==> config.mk <==
export PLATFORM = sky130hd
export DESIGN_NAME = tx_large_send_descriptor_parser
export DESIGN_NICKNAME = d
export VERILOG_FILES = /design/src/shared/tx_ls_pkg.sv /design/src/rtl/tx_desc_fields.sv /design/src/rtl/tx_byte_fifo.sv /design/src/rtl/tx_large_send_descriptor_parser.sv
export SDC_FILE = /design/constraint.sdc
export NUM_CORES = 1
export LEC_CHECK = 0
export ABC_AREA = 1
export BUFFER_PORTS_ARGS = -buffer_cell sky130_fd_sc_hd__buf_4
export CORE_MARGIN = 2
export CORE_UTILIZATION = 35
export DETAILED_ROUTE_END_ITERATION = 8
export GPL_TIMING_DRIVEN = 0
export PLACE_DENSITY = 0.54
export SYNTH_ARGS = -nofsm -noshare
export SYNTH_HDL_FRONTEND = slang
export SYNTH_SLANG_ARGS = --single-unit
==> constraint.sdc <==
create_clock -name CORE_CLK -period 7.3 [get_ports CORE_CLK]
set_clock_uncertainty 0.05 [all_clocks]
set_input_delay 1.095 -clock CORE_CLK [delete_from_list [all_inputs] [get_ports CORE_CLK]]
set_output_delay 1.095 -clock CORE_CLK [all_outputs]
set_load 0.01 [all_outputs]
==> src/shared/tx_ls_pkg.sv <==
package tx_ls_pkg;
  // ---------------------------------------------
  // Ring geometry
  // ---------------------------------------------
  localparam int RING_DEPTH = 1024;
  localparam int IDX_W = $clog2(RING_DEPTH);
  // ---------------------------------------------
  // Command double word 0 layout
  // ---------------------------------------------
  localparam int OWN_BIT = 31;
  localparam int RING_END_BIT = 30;
  localparam int FIRST_BIT = 29;
  localparam int LAST_BIT = 28;
  localparam int BIG_SEND_BIT = 27;
  localparam int MSS_MSB = 26;
  localparam int MSS_LSB = 16;
  localparam int LEN_MSB = 15;
  localparam int LEN_LSB = 0;
  localparam logic [31:0] OWN_MASK = 32'h8000_0000;
  // ---------------------------------------------
  // Command double word 1 layout
  // ---------------------------------------------
  localparam int VLAN_INS_BIT = 17;
  localparam int TAG_MSB = 15;
  localparam int TAG_LSB = 0;
  localparam int VID_LOW_MSB = 15;
  localparam int VID_LOW_LSB = 8;
  localparam int RANK_MSB = 7;
  localparam int RANK_LSB = 5;
  localparam int CFI_BIT = 4;
  localparam int VID_HIGH_MSB = 3;
  localparam int VID_HIGH_LSB = 0;
  // ---------------------------------------------
  // Framing constants
  // ---------------------------------------------
  localparam logic [15:0] TPID = 16'h8100;
  localparam logic [3:0] HDR_BYTES = 4'hc;
  localparam logic [1:0] TAG_LAST = 2'h3;
  localparam logic [15:0] LEN_ONE = 16'h0001;
  localparam logic [16:0] MAX_FRAME = 17'h0_ffff;
  localparam int FIFO_DEPTH = 16;
  localparam int FIFO_W = 9;
endpackage

==> src/rtl/tx_desc_fields.sv <==
`timescale 1ns/1ps
`default_nettype none
module tx_desc_fields
  import tx_ls_pkg::*;
(
  // Raw descriptor
  input wire logic [31:0] dw0,
  input wire logic [31:0] dw1,
  input wire logic [31:0] dw2,
  input wire logic [31:0] dw3,
  // Decoded fields
  output logic own,
  output logic ring_end,
  output logic first,
  output logic last,
  output logic big_send,
  output logic [10:0] segment_size_limit,
  output logic [15:0] len,
  output logic vlan_ins,
  output logic [15:0] vlan_info,
  output logic [63:0] addr
);
  // ---------------------------------------------
  // Field split, reserved bits unused
  // ---------------------------------------------
  assign own = dw0[OWN_BIT];
  assign ring_end = dw0[RING_END_BIT];
  assign first = dw0[FIRST_BIT];
  assign last = dw0[LAST_BIT];
  assign big_send = dw0[BIG_SEND_BIT];
  // Size field only meaningful in large-send format
  assign segment_size_limit = big_send ? dw0[MSS_MSB:MSS_LSB] : 11'h000;
  assign len = dw0[LEN_MSB:LEN_LSB];
  assign vlan_ins = dw1[VLAN_INS_BIT];
  assign vlan_info = dw1[TAG_MSB:TAG_LSB];
  assign addr = {dw3, dw2};
endmodule
`default_nettype wire

==> src/rtl/tx_byte_fifo.sv <==
`timescale 1ns/1ps
`default_nettype none
module tx_byte_fifo
  import tx_ls_pkg::*;
#(
  parameter int W = FIFO_W,
  parameter int D = FIFO_DEPTH
)
(
  // Clock and reset
  input wire logic clk,
  input wire logic rst_n,
  // Fill side
  input wire logic in_valid,
  input wire logic [W-1:0] in_data,
  output logic in_ready,
  // Drain side
  output logic out_valid,
  output logic [W-1:0] out_data,
  input wire logic out_ready,
  output logic empty
);
  localparam int AW = $clog2(D);
  localparam logic [AW:0] FULL_CNT = (AW+1)'(D);

  typedef struct packed {
    logic [D-1:0][W-1:0] mem;
    logic [AW-1:0] wp;
    logic [AW-1:0] rp;
    logic [AW:0] cnt;
  } fifo_s;

  fifo_s q_ff;
  fifo_s nxt_q;
  logic wr;
  logic rd;

  assign in_ready = q_ff.cnt != FULL_CNT;
  assign out_valid = q_ff.cnt != '0;
  assign empty = !out_valid;
  assign out_data = q_ff.mem[q_ff.rp];
  assign wr = in_valid && in_ready;
  assign rd = out_valid && out_ready;

  // ---------------------------------------------
  // Pointer and count update
  // ---------------------------------------------
  always_comb
  begin
    nxt_q = q_ff;
    if (wr)
    begin
      nxt_q.mem[q_ff.wp] = in_data;
      nxt_q.wp = q_ff.wp + 1'b1;
    end
    if (rd)
      nxt_q.rp = q_ff.rp + 1'b1;
    if (wr && !rd)
      nxt_q.cnt = q_ff.cnt + 1'b1;
    else if (rd && !wr)
      nxt_q.cnt = q_ff.cnt - 1'b1;
  end

  always_ff @(posedge clk or negedge rst_n)
  begin
    if (!rst_n)
      q_ff <= '0;
    else
      q_ff <= nxt_q;
  end
endmodule
`default_nettype wire

==> src/rtl/tx_large_send_descriptor_parser.sv <==
// What this block does
// - Owned descriptor means buffer ready to send
// - Clear ownership once descriptor data sent
// - Ring end flag wraps pointer to zero
// - First segment flag opens packet assembly
// - Last segment flag closes packet assembly
// - Large-send flag selects large-send command format
// - Eleven-bit segment size drives segmentation
// - Byte count is buffer bytes to send
// - Tag insert puts 0x8100 after source address
// - Tag info bytes follow inserted protocol id
// - Without tag insert frame passes unchanged
// - Tag info holds id, priority, format bit
// - Buffer address joins low and high words
// - Ring holds up to 1024 four-word descriptors
`timescale 1ns/1ps
`default_nettype none
module tx_large_send_descriptor_parser
  import tx_ls_pkg::*;
(
  // Clock and reset
  input wire logic CORE_CLK,
  input wire logic RST_N,
  // Control and status
  input wire logic TX_ENABLE,
  input wire logic TX_KICK,
  input wire logic ERR_CLEAR,
  output logic ENGINE_BUSY,
  output logic PKT_SENT,
  output logic ERR_OVERSIZE,
  output logic ERR_SEQUENCE,
  // Descriptor fetch
  output logic DESC_REQ,
  output logic [IDX_W-1:0] DESC_IDX,
  input wire logic DESC_VALID,
  input wire logic [31:0] DESC_DW0,
  input wire logic [31:0] DESC_DW1,
  input wire logic [31:0] DESC_DW2,
  input wire logic [31:0] DESC_DW3,
  // Descriptor return
  output logic DESC_WB_VALID,
  output logic [IDX_W-1:0] DESC_WB_IDX,
  output logic [31:0] DESC_WB_DW0,
  // Buffer read
  output logic BUF_REQ,
  output logic [63:0] BUF_ADDR,
  output logic [15:0] BUF_LEN,
  input wire logic [7:0] IN_DATA,
  input wire logic IN_VALID,
  output logic IN_READY,
  // Frame out
  output logic [7:0] TX_DATA,
  output logic TX_LAST,
  output logic TX_VALID,
  input wire logic TX_READY,
  // Current packet tag
  output logic LARGE_SEND,
  output logic [11:0] VLAN_ID,
  output logic [2:0] VLAN_RANK,
  output logic VLAN_CFI
);
  typedef enum logic [2:0] {S_IDLE, S_FETCH, S_STREAM, S_DRAIN, S_WB} st_e;

  typedef struct packed {
    st_e st;
    logic pend;
    logic [IDX_W-1:0] idx;
    logic [31:0] dw0;
    logic [15:0] rem;
    logic [3:0] hdr;
    logic [1:0] ins;
    logic ins_done;
    logic vlan;
    logic [15:0] tag;
    logic lgs;
    logic [10:0] segment_size_limit;
    logic [10:0] seg;
    logic last_desc;
    logic ring_end;
    logic in_pkt;
    logic [16:0] pkt_bytes;
    logic [63:0] addr;
    logic buf_req;
    logic err_big;
    logic err_seq;
  } state_s;

  state_s cur_ff;
  state_s nxt_cur;

  logic f_own;
  logic f_ring_end;
  logic f_first;
  logic f_last;
  logic f_big;
  logic [10:0] f_mss;
  logic [15:0] f_len;
  logic f_vlan_ins;
  logic [15:0] f_vlan_info;
  logic [63:0] f_addr;
  logic fifo_rdy;
  logic fifo_empty;
  logic push;
  logic [7:0] push_byte;
  logic push_last;
  logic inserting;
  logic seg_end;
  logic set_big;
  logic set_seq;

  // ---------------------------------------------
  // Tag byte order on the wire
  // ---------------------------------------------
  function automatic logic [7:0] tag_byte(input logic [1:0] n,
                                          input logic [15:0] tag);
    logic [7:0] b;
    case (n)
      2'h0: b = TPID[15:8];
      2'h1: b = TPID[7:0];
      2'h2: b = tag[7:0];
      default: b = tag[15:8];
    endcase
    return b;
  endfunction

  // ---------------------------------------------
  // Submodules
  // ---------------------------------------------
  tx_desc_fields u_fields (
    .dw0(DESC_DW0),
    .dw1(DESC_DW1),
    .dw2(DESC_DW2),
    .dw3(DESC_DW3),
    .own(f_own),
    .ring_end(f_ring_end),
    .first(f_first),
    .last(f_last),
    .big_send(f_big),
    .segment_size_limit(f_mss),
    .len(f_len),
    .vlan_ins(f_vlan_ins),
    .vlan_info(f_vlan_info),
    .addr(f_addr)
  );

  tx_byte_fifo #(
    .W(FIFO_W),
    .D(FIFO_DEPTH)
  ) u_fifo (
    .clk(CORE_CLK),
    .rst_n(RST_N),
    .in_valid(push),
    .in_data({push_last, push_byte}),
    .in_ready(fifo_rdy),
    .out_valid(TX_VALID),
    .out_data({TX_LAST, TX_DATA}),
    .out_ready(TX_READY),
    .empty(fifo_empty)
  );

  // ---------------------------------------------
  // Port view of state
  // ---------------------------------------------
  assign inserting = cur_ff.vlan && cur_ff.hdr == HDR_BYTES &&
                     !cur_ff.ins_done;
  assign seg_end = cur_ff.lgs && cur_ff.segment_size_limit != '0 &&
                   cur_ff.seg == cur_ff.segment_size_limit - 11'h001;
  assign IN_READY = cur_ff.st == S_STREAM && !inserting && fifo_rdy;
  assign ENGINE_BUSY = cur_ff.st != S_IDLE;
  assign DESC_REQ = cur_ff.st == S_FETCH;
  assign DESC_IDX = cur_ff.idx;
  assign DESC_WB_VALID = cur_ff.st == S_WB;
  assign DESC_WB_IDX = cur_ff.idx;
  assign DESC_WB_DW0 = cur_ff.dw0 & ~OWN_MASK;
  assign PKT_SENT = cur_ff.st == S_WB && cur_ff.last_desc;
  assign BUF_REQ = cur_ff.buf_req;
  assign BUF_ADDR = cur_ff.addr;
  assign BUF_LEN = cur_ff.rem;
  assign ERR_OVERSIZE = cur_ff.err_big;
  assign ERR_SEQUENCE = cur_ff.err_seq;
  assign LARGE_SEND = cur_ff.lgs;
  assign VLAN_ID = {cur_ff.tag[VID_HIGH_MSB:VID_HIGH_LSB],
                    cur_ff.tag[VID_LOW_MSB:VID_LOW_LSB]};
  assign VLAN_RANK = cur_ff.tag[RANK_MSB:RANK_LSB];
  assign VLAN_CFI = cur_ff.tag[CFI_BIT];

  // ---------------------------------------------
  // Engine next state
  // ---------------------------------------------
  always_comb
  begin
    nxt_cur = cur_ff;
    nxt_cur.buf_req = 1'b0;
    push = 1'b0;
    push_byte = 8'h00;
    push_last = 1'b0;
    set_big = 1'b0;
    set_seq = 1'b0;
    case (cur_ff.st)
      S_IDLE:
      begin
        if (TX_ENABLE && (cur_ff.pend || TX_KICK))
        begin
          nxt_cur.pend = 1'b0;
          nxt_cur.st = S_FETCH;
        end
      end
      S_FETCH:
      begin
        if (DESC_VALID)
        begin
          if (!f_own)
            nxt_cur.st = S_IDLE;
          else
          begin
            nxt_cur.dw0 = DESC_DW0;
            nxt_cur.rem = f_len;
            nxt_cur.addr = f_addr;
            nxt_cur.last_desc = f_last;
            nxt_cur.ring_end = f_ring_end;
            if (f_first)
            begin
              nxt_cur.in_pkt = 1'b1;
              nxt_cur.vlan = f_vlan_ins;
              nxt_cur.tag = f_vlan_info;
              nxt_cur.lgs = f_big;
              nxt_cur.segment_size_limit = f_mss;
              nxt_cur.hdr = '0;
              nxt_cur.ins = '0;
              nxt_cur.ins_done = 1'b0;
              nxt_cur.seg = '0;
              nxt_cur.pkt_bytes = '0;
            end
            else if (!cur_ff.in_pkt)
              set_seq = 1'b1;
            if (f_len == '0)
              nxt_cur.st = S_DRAIN;
            else
            begin
              nxt_cur.buf_req = 1'b1;
              nxt_cur.st = S_STREAM;
            end
          end
        end
      end
      S_STREAM:
      begin
        if (inserting)
        begin
          if (fifo_rdy)
          begin
            push = 1'b1;
            push_byte = tag_byte(cur_ff.ins, cur_ff.tag);
            nxt_cur.ins = cur_ff.ins + 1'b1;
            if (cur_ff.ins == TAG_LAST)
              nxt_cur.ins_done = 1'b1;
          end
        end
        else if (IN_VALID && fifo_rdy)
        begin
          push = 1'b1;
          push_byte = IN_DATA;
          push_last = seg_end ||
                      (cur_ff.rem == LEN_ONE && cur_ff.last_desc);
          nxt_cur.rem = cur_ff.rem - LEN_ONE;
          if (cur_ff.hdr != HDR_BYTES)
            nxt_cur.hdr = cur_ff.hdr + 1'b1;
          if (cur_ff.lgs && cur_ff.segment_size_limit != '0)
            nxt_cur.seg = seg_end ? '0 : cur_ff.seg + 1'b1;
          if (cur_ff.pkt_bytes == MAX_FRAME)
            set_big = 1'b1;
          else
            nxt_cur.pkt_bytes = cur_ff.pkt_bytes + 1'b1;
          if (cur_ff.rem == LEN_ONE)
            nxt_cur.st = S_DRAIN;
        end
      end
      S_DRAIN:
      begin
        if (fifo_empty)
          nxt_cur.st = S_WB;
      end
      S_WB:
      begin
        if (cur_ff.ring_end)
          nxt_cur.idx = '0;
        else
          nxt_cur.idx = cur_ff.idx + 1'b1;
        if (cur_ff.last_desc)
          nxt_cur.in_pkt = 1'b0;
        nxt_cur.st = TX_ENABLE ? S_FETCH : S_IDLE;
      end
      default:
        nxt_cur.st = S_IDLE;
    endcase
    if (ERR_CLEAR)
    begin
      nxt_cur.err_big = 1'b0;
      nxt_cur.err_seq = 1'b0;
    end
    if (set_big)
      nxt_cur.err_big = 1'b1;
    if (set_seq)
      nxt_cur.err_seq = 1'b1;
    if (TX_KICK && cur_ff.st != S_IDLE)
      nxt_cur.pend = 1'b1;
  end

  always_ff @(posedge CORE_CLK or negedge RST_N)
  begin
    if (!RST_N)
      cur_ff <= '0;
    else
      cur_ff <= nxt_cur;
  end
endmodule
`default_nettype wire

* Word level (Yosys, flattened, before mapping) *
Index checks and enable logic that the tools add are counted.

word-level totals
  word-level logic and storage cells = 197
  register bits = 352
  output and inout port bits = 167
  memories kept = 0
  bits in latches = 0
  memory bits (read-only) = 0
  bits in writable memories = 0

cells by class
  multiply operators = 0
  order comparisons = 3
  muxes and demuxes = 69
  bitwise logic cells = 0
  shift operators = 0
  eq/ne operators = 28
  reduce and logical (&&, ||, !) cells = 46
  add/subtract/negate cells = 11
  divide/modulo/power cells = 0

operator list
  cell                   count
  $mux 148               2
  $bwmux 144             1
  $mux 11                5
  $mux 17                3
  $mux 47                1
  $pmux 23 s2            1
  $mux 20                2
  $bmux 9 s4             1
  $demux 9 s4            1
  $pmux 17 s2            1
  $mux 8                 4
  $reduce_and 7->1       4
  $mux 1                 26
  $mux 3                 8
  $pmux 8 s3             1
  $pmux 11 s2            1
  $mux 18                1
  $mux 9                 2
  $ne 2x1->1 const B     9
  $add 17x1->17 const B  1
  $eq 17x16->1 const B   1
  $eq 16x1->1 const B    1
  $logic_and 1x1->1      16
  $logic_not 16->1       1
  39 further kinds       63

* Logic depth before layout (Yosys ltp) *
  word-level depth = 10
  mapped depth = 19
  depth with buffers taken out = 18

* Hierarchy *
Synthesis repeated with hierarchy kept, for this count alone.

second synthesis, totals
  cells, all modules = 2766
  area, all modules = 20589.7 um^2

by module, submodules not included
  module                           instances  cells each  sequential area each (um^2)  area an instance (um^2)
  tx_large_send_descriptor_parser  1          1454        4879.7                       10819.1
  tx_byte_fifo                     1          1187        3928.8                       8911.0
  tx_desc_fields                   1          125         0.0                          859.6

* Worst setup path before layout *
OpenSTA, ideal clock, no wires.

  path kind = register -> output
  from = reg cur_ff[193] in the netlist's numbering
  to = out IN_READY
  required time = 6.155 ns
  arrival = 1.623 ns
  buffers on the path = 3
  setup slack = 4.532 ns
  stages on the path, launching flop included = 7
  cell sequence = dfrtp_1 nor3_2 buf_4 inv_1 clkbuf_1 clkbuf_1 nor3_1

on the way
  longest elaborated chain between the ends = 3

ends and longest elaborated chain
  what                             line                                    text
  start, declared                  tx_large_send_descriptor_parser.sv:88   state_s cur_ff;
  start signal, assigned           tx_large_send_descriptor_parser.sv:314  cur_ff <= nxt_cur;
  $eq 3x2->1                       tx_large_send_descriptor_parser.sv:168  assign IN_READY = cur_ff.st == S_STREAM && !inserting && fifo_rdy;
  $logic_and 1x1->1 (2 in series)  tx_large_send_descriptor_parser.sv:168
  end, declared                    tx_large_send_descriptor_parser.sv:50   output logic IN_READY,

Every way passes these cells.

* Worst setup path after layout *
  from = reg u_fifo.q_ff[5] in the netlist's numbering
  to = out TX_DATA[1]

on the way
  longest elaborated chain between the ends = 2

ends and longest elaborated chain
  what                          line                                   text
  start, declared               tx_byte_fifo.sv:33                     fifo_s q_ff;
  start signal, assigned        tx_byte_fifo.sv:69                     q_ff <= nxt_q;
  $bmux 9 s4                    tx_byte_fifo.sv:41                     assign out_data = q_ff.mem[q_ff.rp];
  $mux 9 (implied by the code)  tx_byte_fifo.sv:41
  end, declared                 tx_large_send_descriptor_parser.sv:52  output logic [7:0] TX_DATA,

Every way passes these cells. The select of a mux whose other input is x is not followed.

==> results.cfg <==
[finish]
finalNetCount = 2683
filler_cell_count = 5078
antenna_cells = 0
syn_to_final_growth_pct = 25.6
drive_gt1_share_pct = 22.4
stdcell_area_um2 = 22200

[logic_synthesis]
synth_seq_cells = 350
synthMostInstantiatedCell = nand2_1
netlist-cell-type-count = 53
synth.top_cell.area_share_pct = 49.5
synth_top_cell_by_area = dfrtp_1
synth_area_leaders = dfrtp_1 (49%), nand2_1 (13%), o21ai_0 (7.6%), buf_4 (6.4%), nor2_1 (3.6%)
avgSynthCellArea_um2 = 8.14
synth_edf_count = 0
synthFlopType = dfrtp_1
ys_top_cells_by_count = nand2_1 (599), dfrtp_1 (350), o21ai_0 (270), nor2_1 (171), inv_1 (161)
yosysSeqAreaShare_pct = 49.5
syn_area_um2 = 17700
yosys_warnings = 0
synthArstFlopShare_pct = 100
synthCells = 2175
syn-num-nets = 2342

[setup_path]
required_ns = 6.15
setup.worst_path.start_class = register
r2r_start = cur_ff[195]
reg2reg_slack_ns = 3.78
critPathKind = reg2out
timing.rr.end = BUF_ADDR[40]
end_kind = output port
crit_end = TX_DATA[1]
worst-endpoint-arrival_ns = 3.09
crit_path_start = u_fifo.q_ff[5]
rr_worst_depth = 9
critPathMaxFanout = 10

[global_routing]
grt_pass1_vias = 15800
grt_usage_pct = 21.8
antenna_found_initial = 0
overflow = 0
grt_pass1_wl_um = 90200
grt_max_degree = 114

[sta]
slew_violations = 0
hold_slack_ns = 0.400
fmax_mhz = 236
setup_violations = 0
finalCritPeriodShare_pct = 58.0
rsz0062_at_grt = no
slew_headroom_pct = 10.7
worst_slew_pin_slew_ns = 1.33
hold_viol_final = 0
fin_setup_tns_ns = 0
layout_min_cycle_time_ns = 4.24
finalWorstSetupSlack_ns = 3.06

[pwr]
power.internal_uw = 5300
sw_frac_of_total_pct = 38.8
combinationalPowerShare_pct = 43.3
switchingPower_uw = 3360
power.density_nw_per_um2 = 389
peakVddDrop_v = 0.000215
clockPowerShare_pct = 24.4
p_leak_uw = 0.0111
p_seq_share_pct = 32.3

[clock_tree]
cts_tree = yes
clk_pin_slew_worst_paths_ns = 0.06
numCtsBuffers = 42
insertion_delay_ns = 0.56
cts_buffer_depth = 3
cts-root-buf = clkbuf_16
htree_levels = 2
cts_setup_buffers = 0
cts.sinks = 350
cts_hold_buf = 0
cts.repair.resized = 0

[detailed_routing]
firstDrtPassIters = 5
drtAntennaViolNets = 0
vias = 15700
drc_errors = 0
routed_wl_um = 57200
drt_first_iter_violations = 1175
viasPerCell = 4.88
post_drt_wl_per_cell_um = 17.8

[floorplanning]
die_area_um2 = 52400
die_w_um = 229
core_um2 = 50100
chipHeight_um = 229
std_cell_rows = 82
ios = 311
initial_core_util_pct = 35.4

[worst_hold_path]
min_path_type = in2async

[place]
numPortBuffers = 294
placed_area_um2 = 20800
place_hpwl_um = 41700
gp_congestion = 0.892
dp_slack_ns = 3.23

[outcome]
status = complete, no violations

[run]
maxCapViolations = 0
[worst min path at each step]
stage / start / to / slack [ns] / cells past startpoint
final: RST_N / BUF_ADDR[55] / 0.40 / 1
after floorplan: cur_ff[84] / ERR_SEQUENCE / 0.39 / 1
after detailed placement: BUF_ADDR[47] / BUF_ADDR[47] / 0.41 / 2
after CTS: RST_N / BUF_ADDR[55] / 0.39 / 1
after global routing: RST_N / BUF_ADDR[55] / 0.41 / 1
after global placement: BUF_ADDR[59] / BUF_ADDR[59] / 0.40 / 2
[layout make-up]
cell class | count | area [um^2] | area share (%)
plain buffers | 245 | 1520 | 6.83
multi-input cells | 1404 | 6760 | 30.4
clock inverters | 9 | 47.5 | 0.214
inverters | 176 | 663 | 2.98
repair buffers | 297 | 2300 | 10.3
well taps | 672 | 841 | 3.78
flip-flops and latches | 350 | 8760 | 39.4
clock buffers | 68 | 1350 | 6.08
[layout by cell type (no fill, tap or decap), types with 7 or more instances in the layout]
master       n
a21oi_1     38
a22oi_1      7
buf_2       24
buf_4      443
clkbuf_1    75
clkbuf_16   45
clkbuf_8    14
clkinv_2     8
dfrtp_1    350
ha_1        22
inv_1      161
inv_2       12
nand2_1    599
nand3_1     92
nand4_1     21
nor2_1     171
nor3_1      17
o211ai_1    16
o21a_1      16
o21ai_0    270
o21ai_1     17
o221ai_1    23
o22ai_1     16
o31ai_1      7
xnor2_1      7
xor2_1      19
[critical path, stage by stage, from the launching register on]
cell,delay [ns]
dfrtp_1,0.41
clkbuf_1,0.46
inv_2,0.18
clkbuf_1,0.36
o21ai_0,0.43
o211ai_1,0.19
nand3_1,0.24
nand2_1,0.12
buf_4,0.16
[power by group through the flow]
stage | registers (uW) | logic (uW) | clock network (uW)
3_3_place_gp | 2800 | 3690 | 0
2_1_floorplan | 2710 | 2300 | 0
6_report | 2790 | 3750 | 2110
4_1_cts | 2790 | 3750 | 2170
5_1_grt | 2860 | 4140 | 2250
3_5_place_dp | 2810 | 3740 | 0
[cell families (layout without fill, tap and decap cells)]
logic type	after synthesis	in the layout	synth area share, %
other	1	1	0.0212
muxes	1	1	0.0565
AOI/OAI and AO/OA	427	427	13.6
DFF	350	350	49.5
buffers and inverters	421	795	12.3
adders and majority gates	23	23	1.67
and+or+nand+nor	926	926	21.5
xor gates and xnor gates	26	26	1.29
[per-stage QoR]
step	power (uW)	util, %	std cells
CTS	8710	44.4	3221
detailed placement	6550	41.6	3144
global route	9250	44.4	3221
global placement	6500	41.5	3141
floorplan	5010	-	2175
finish	8650	44.4	3221
[state kept, by name, summed over array words and instances (netlist names), 3 cells and up]
name	count
BUF_ADDR	64
BUF_LEN	16
DESC_IDX	10
DESC_WB_DW0	31
VLAN_ID	12
VLAN_RANK	3
cur_ff	52
u_fifo.q_ff	157
[metal layers]
metal | part of all wire, % | vias to the layer above | GRT usage, %
li1 | - | 7615 | -
met1 | 46 | 7559 | 30.4
met2 | 45 | 471 | 34.1
met3 | 7.0 | 79 | 4.84
met4 | 2.3 | 0 | 6.23
met5 | 0 | - | 0
No activity file was read; power rests on OpenSTA's default activity.
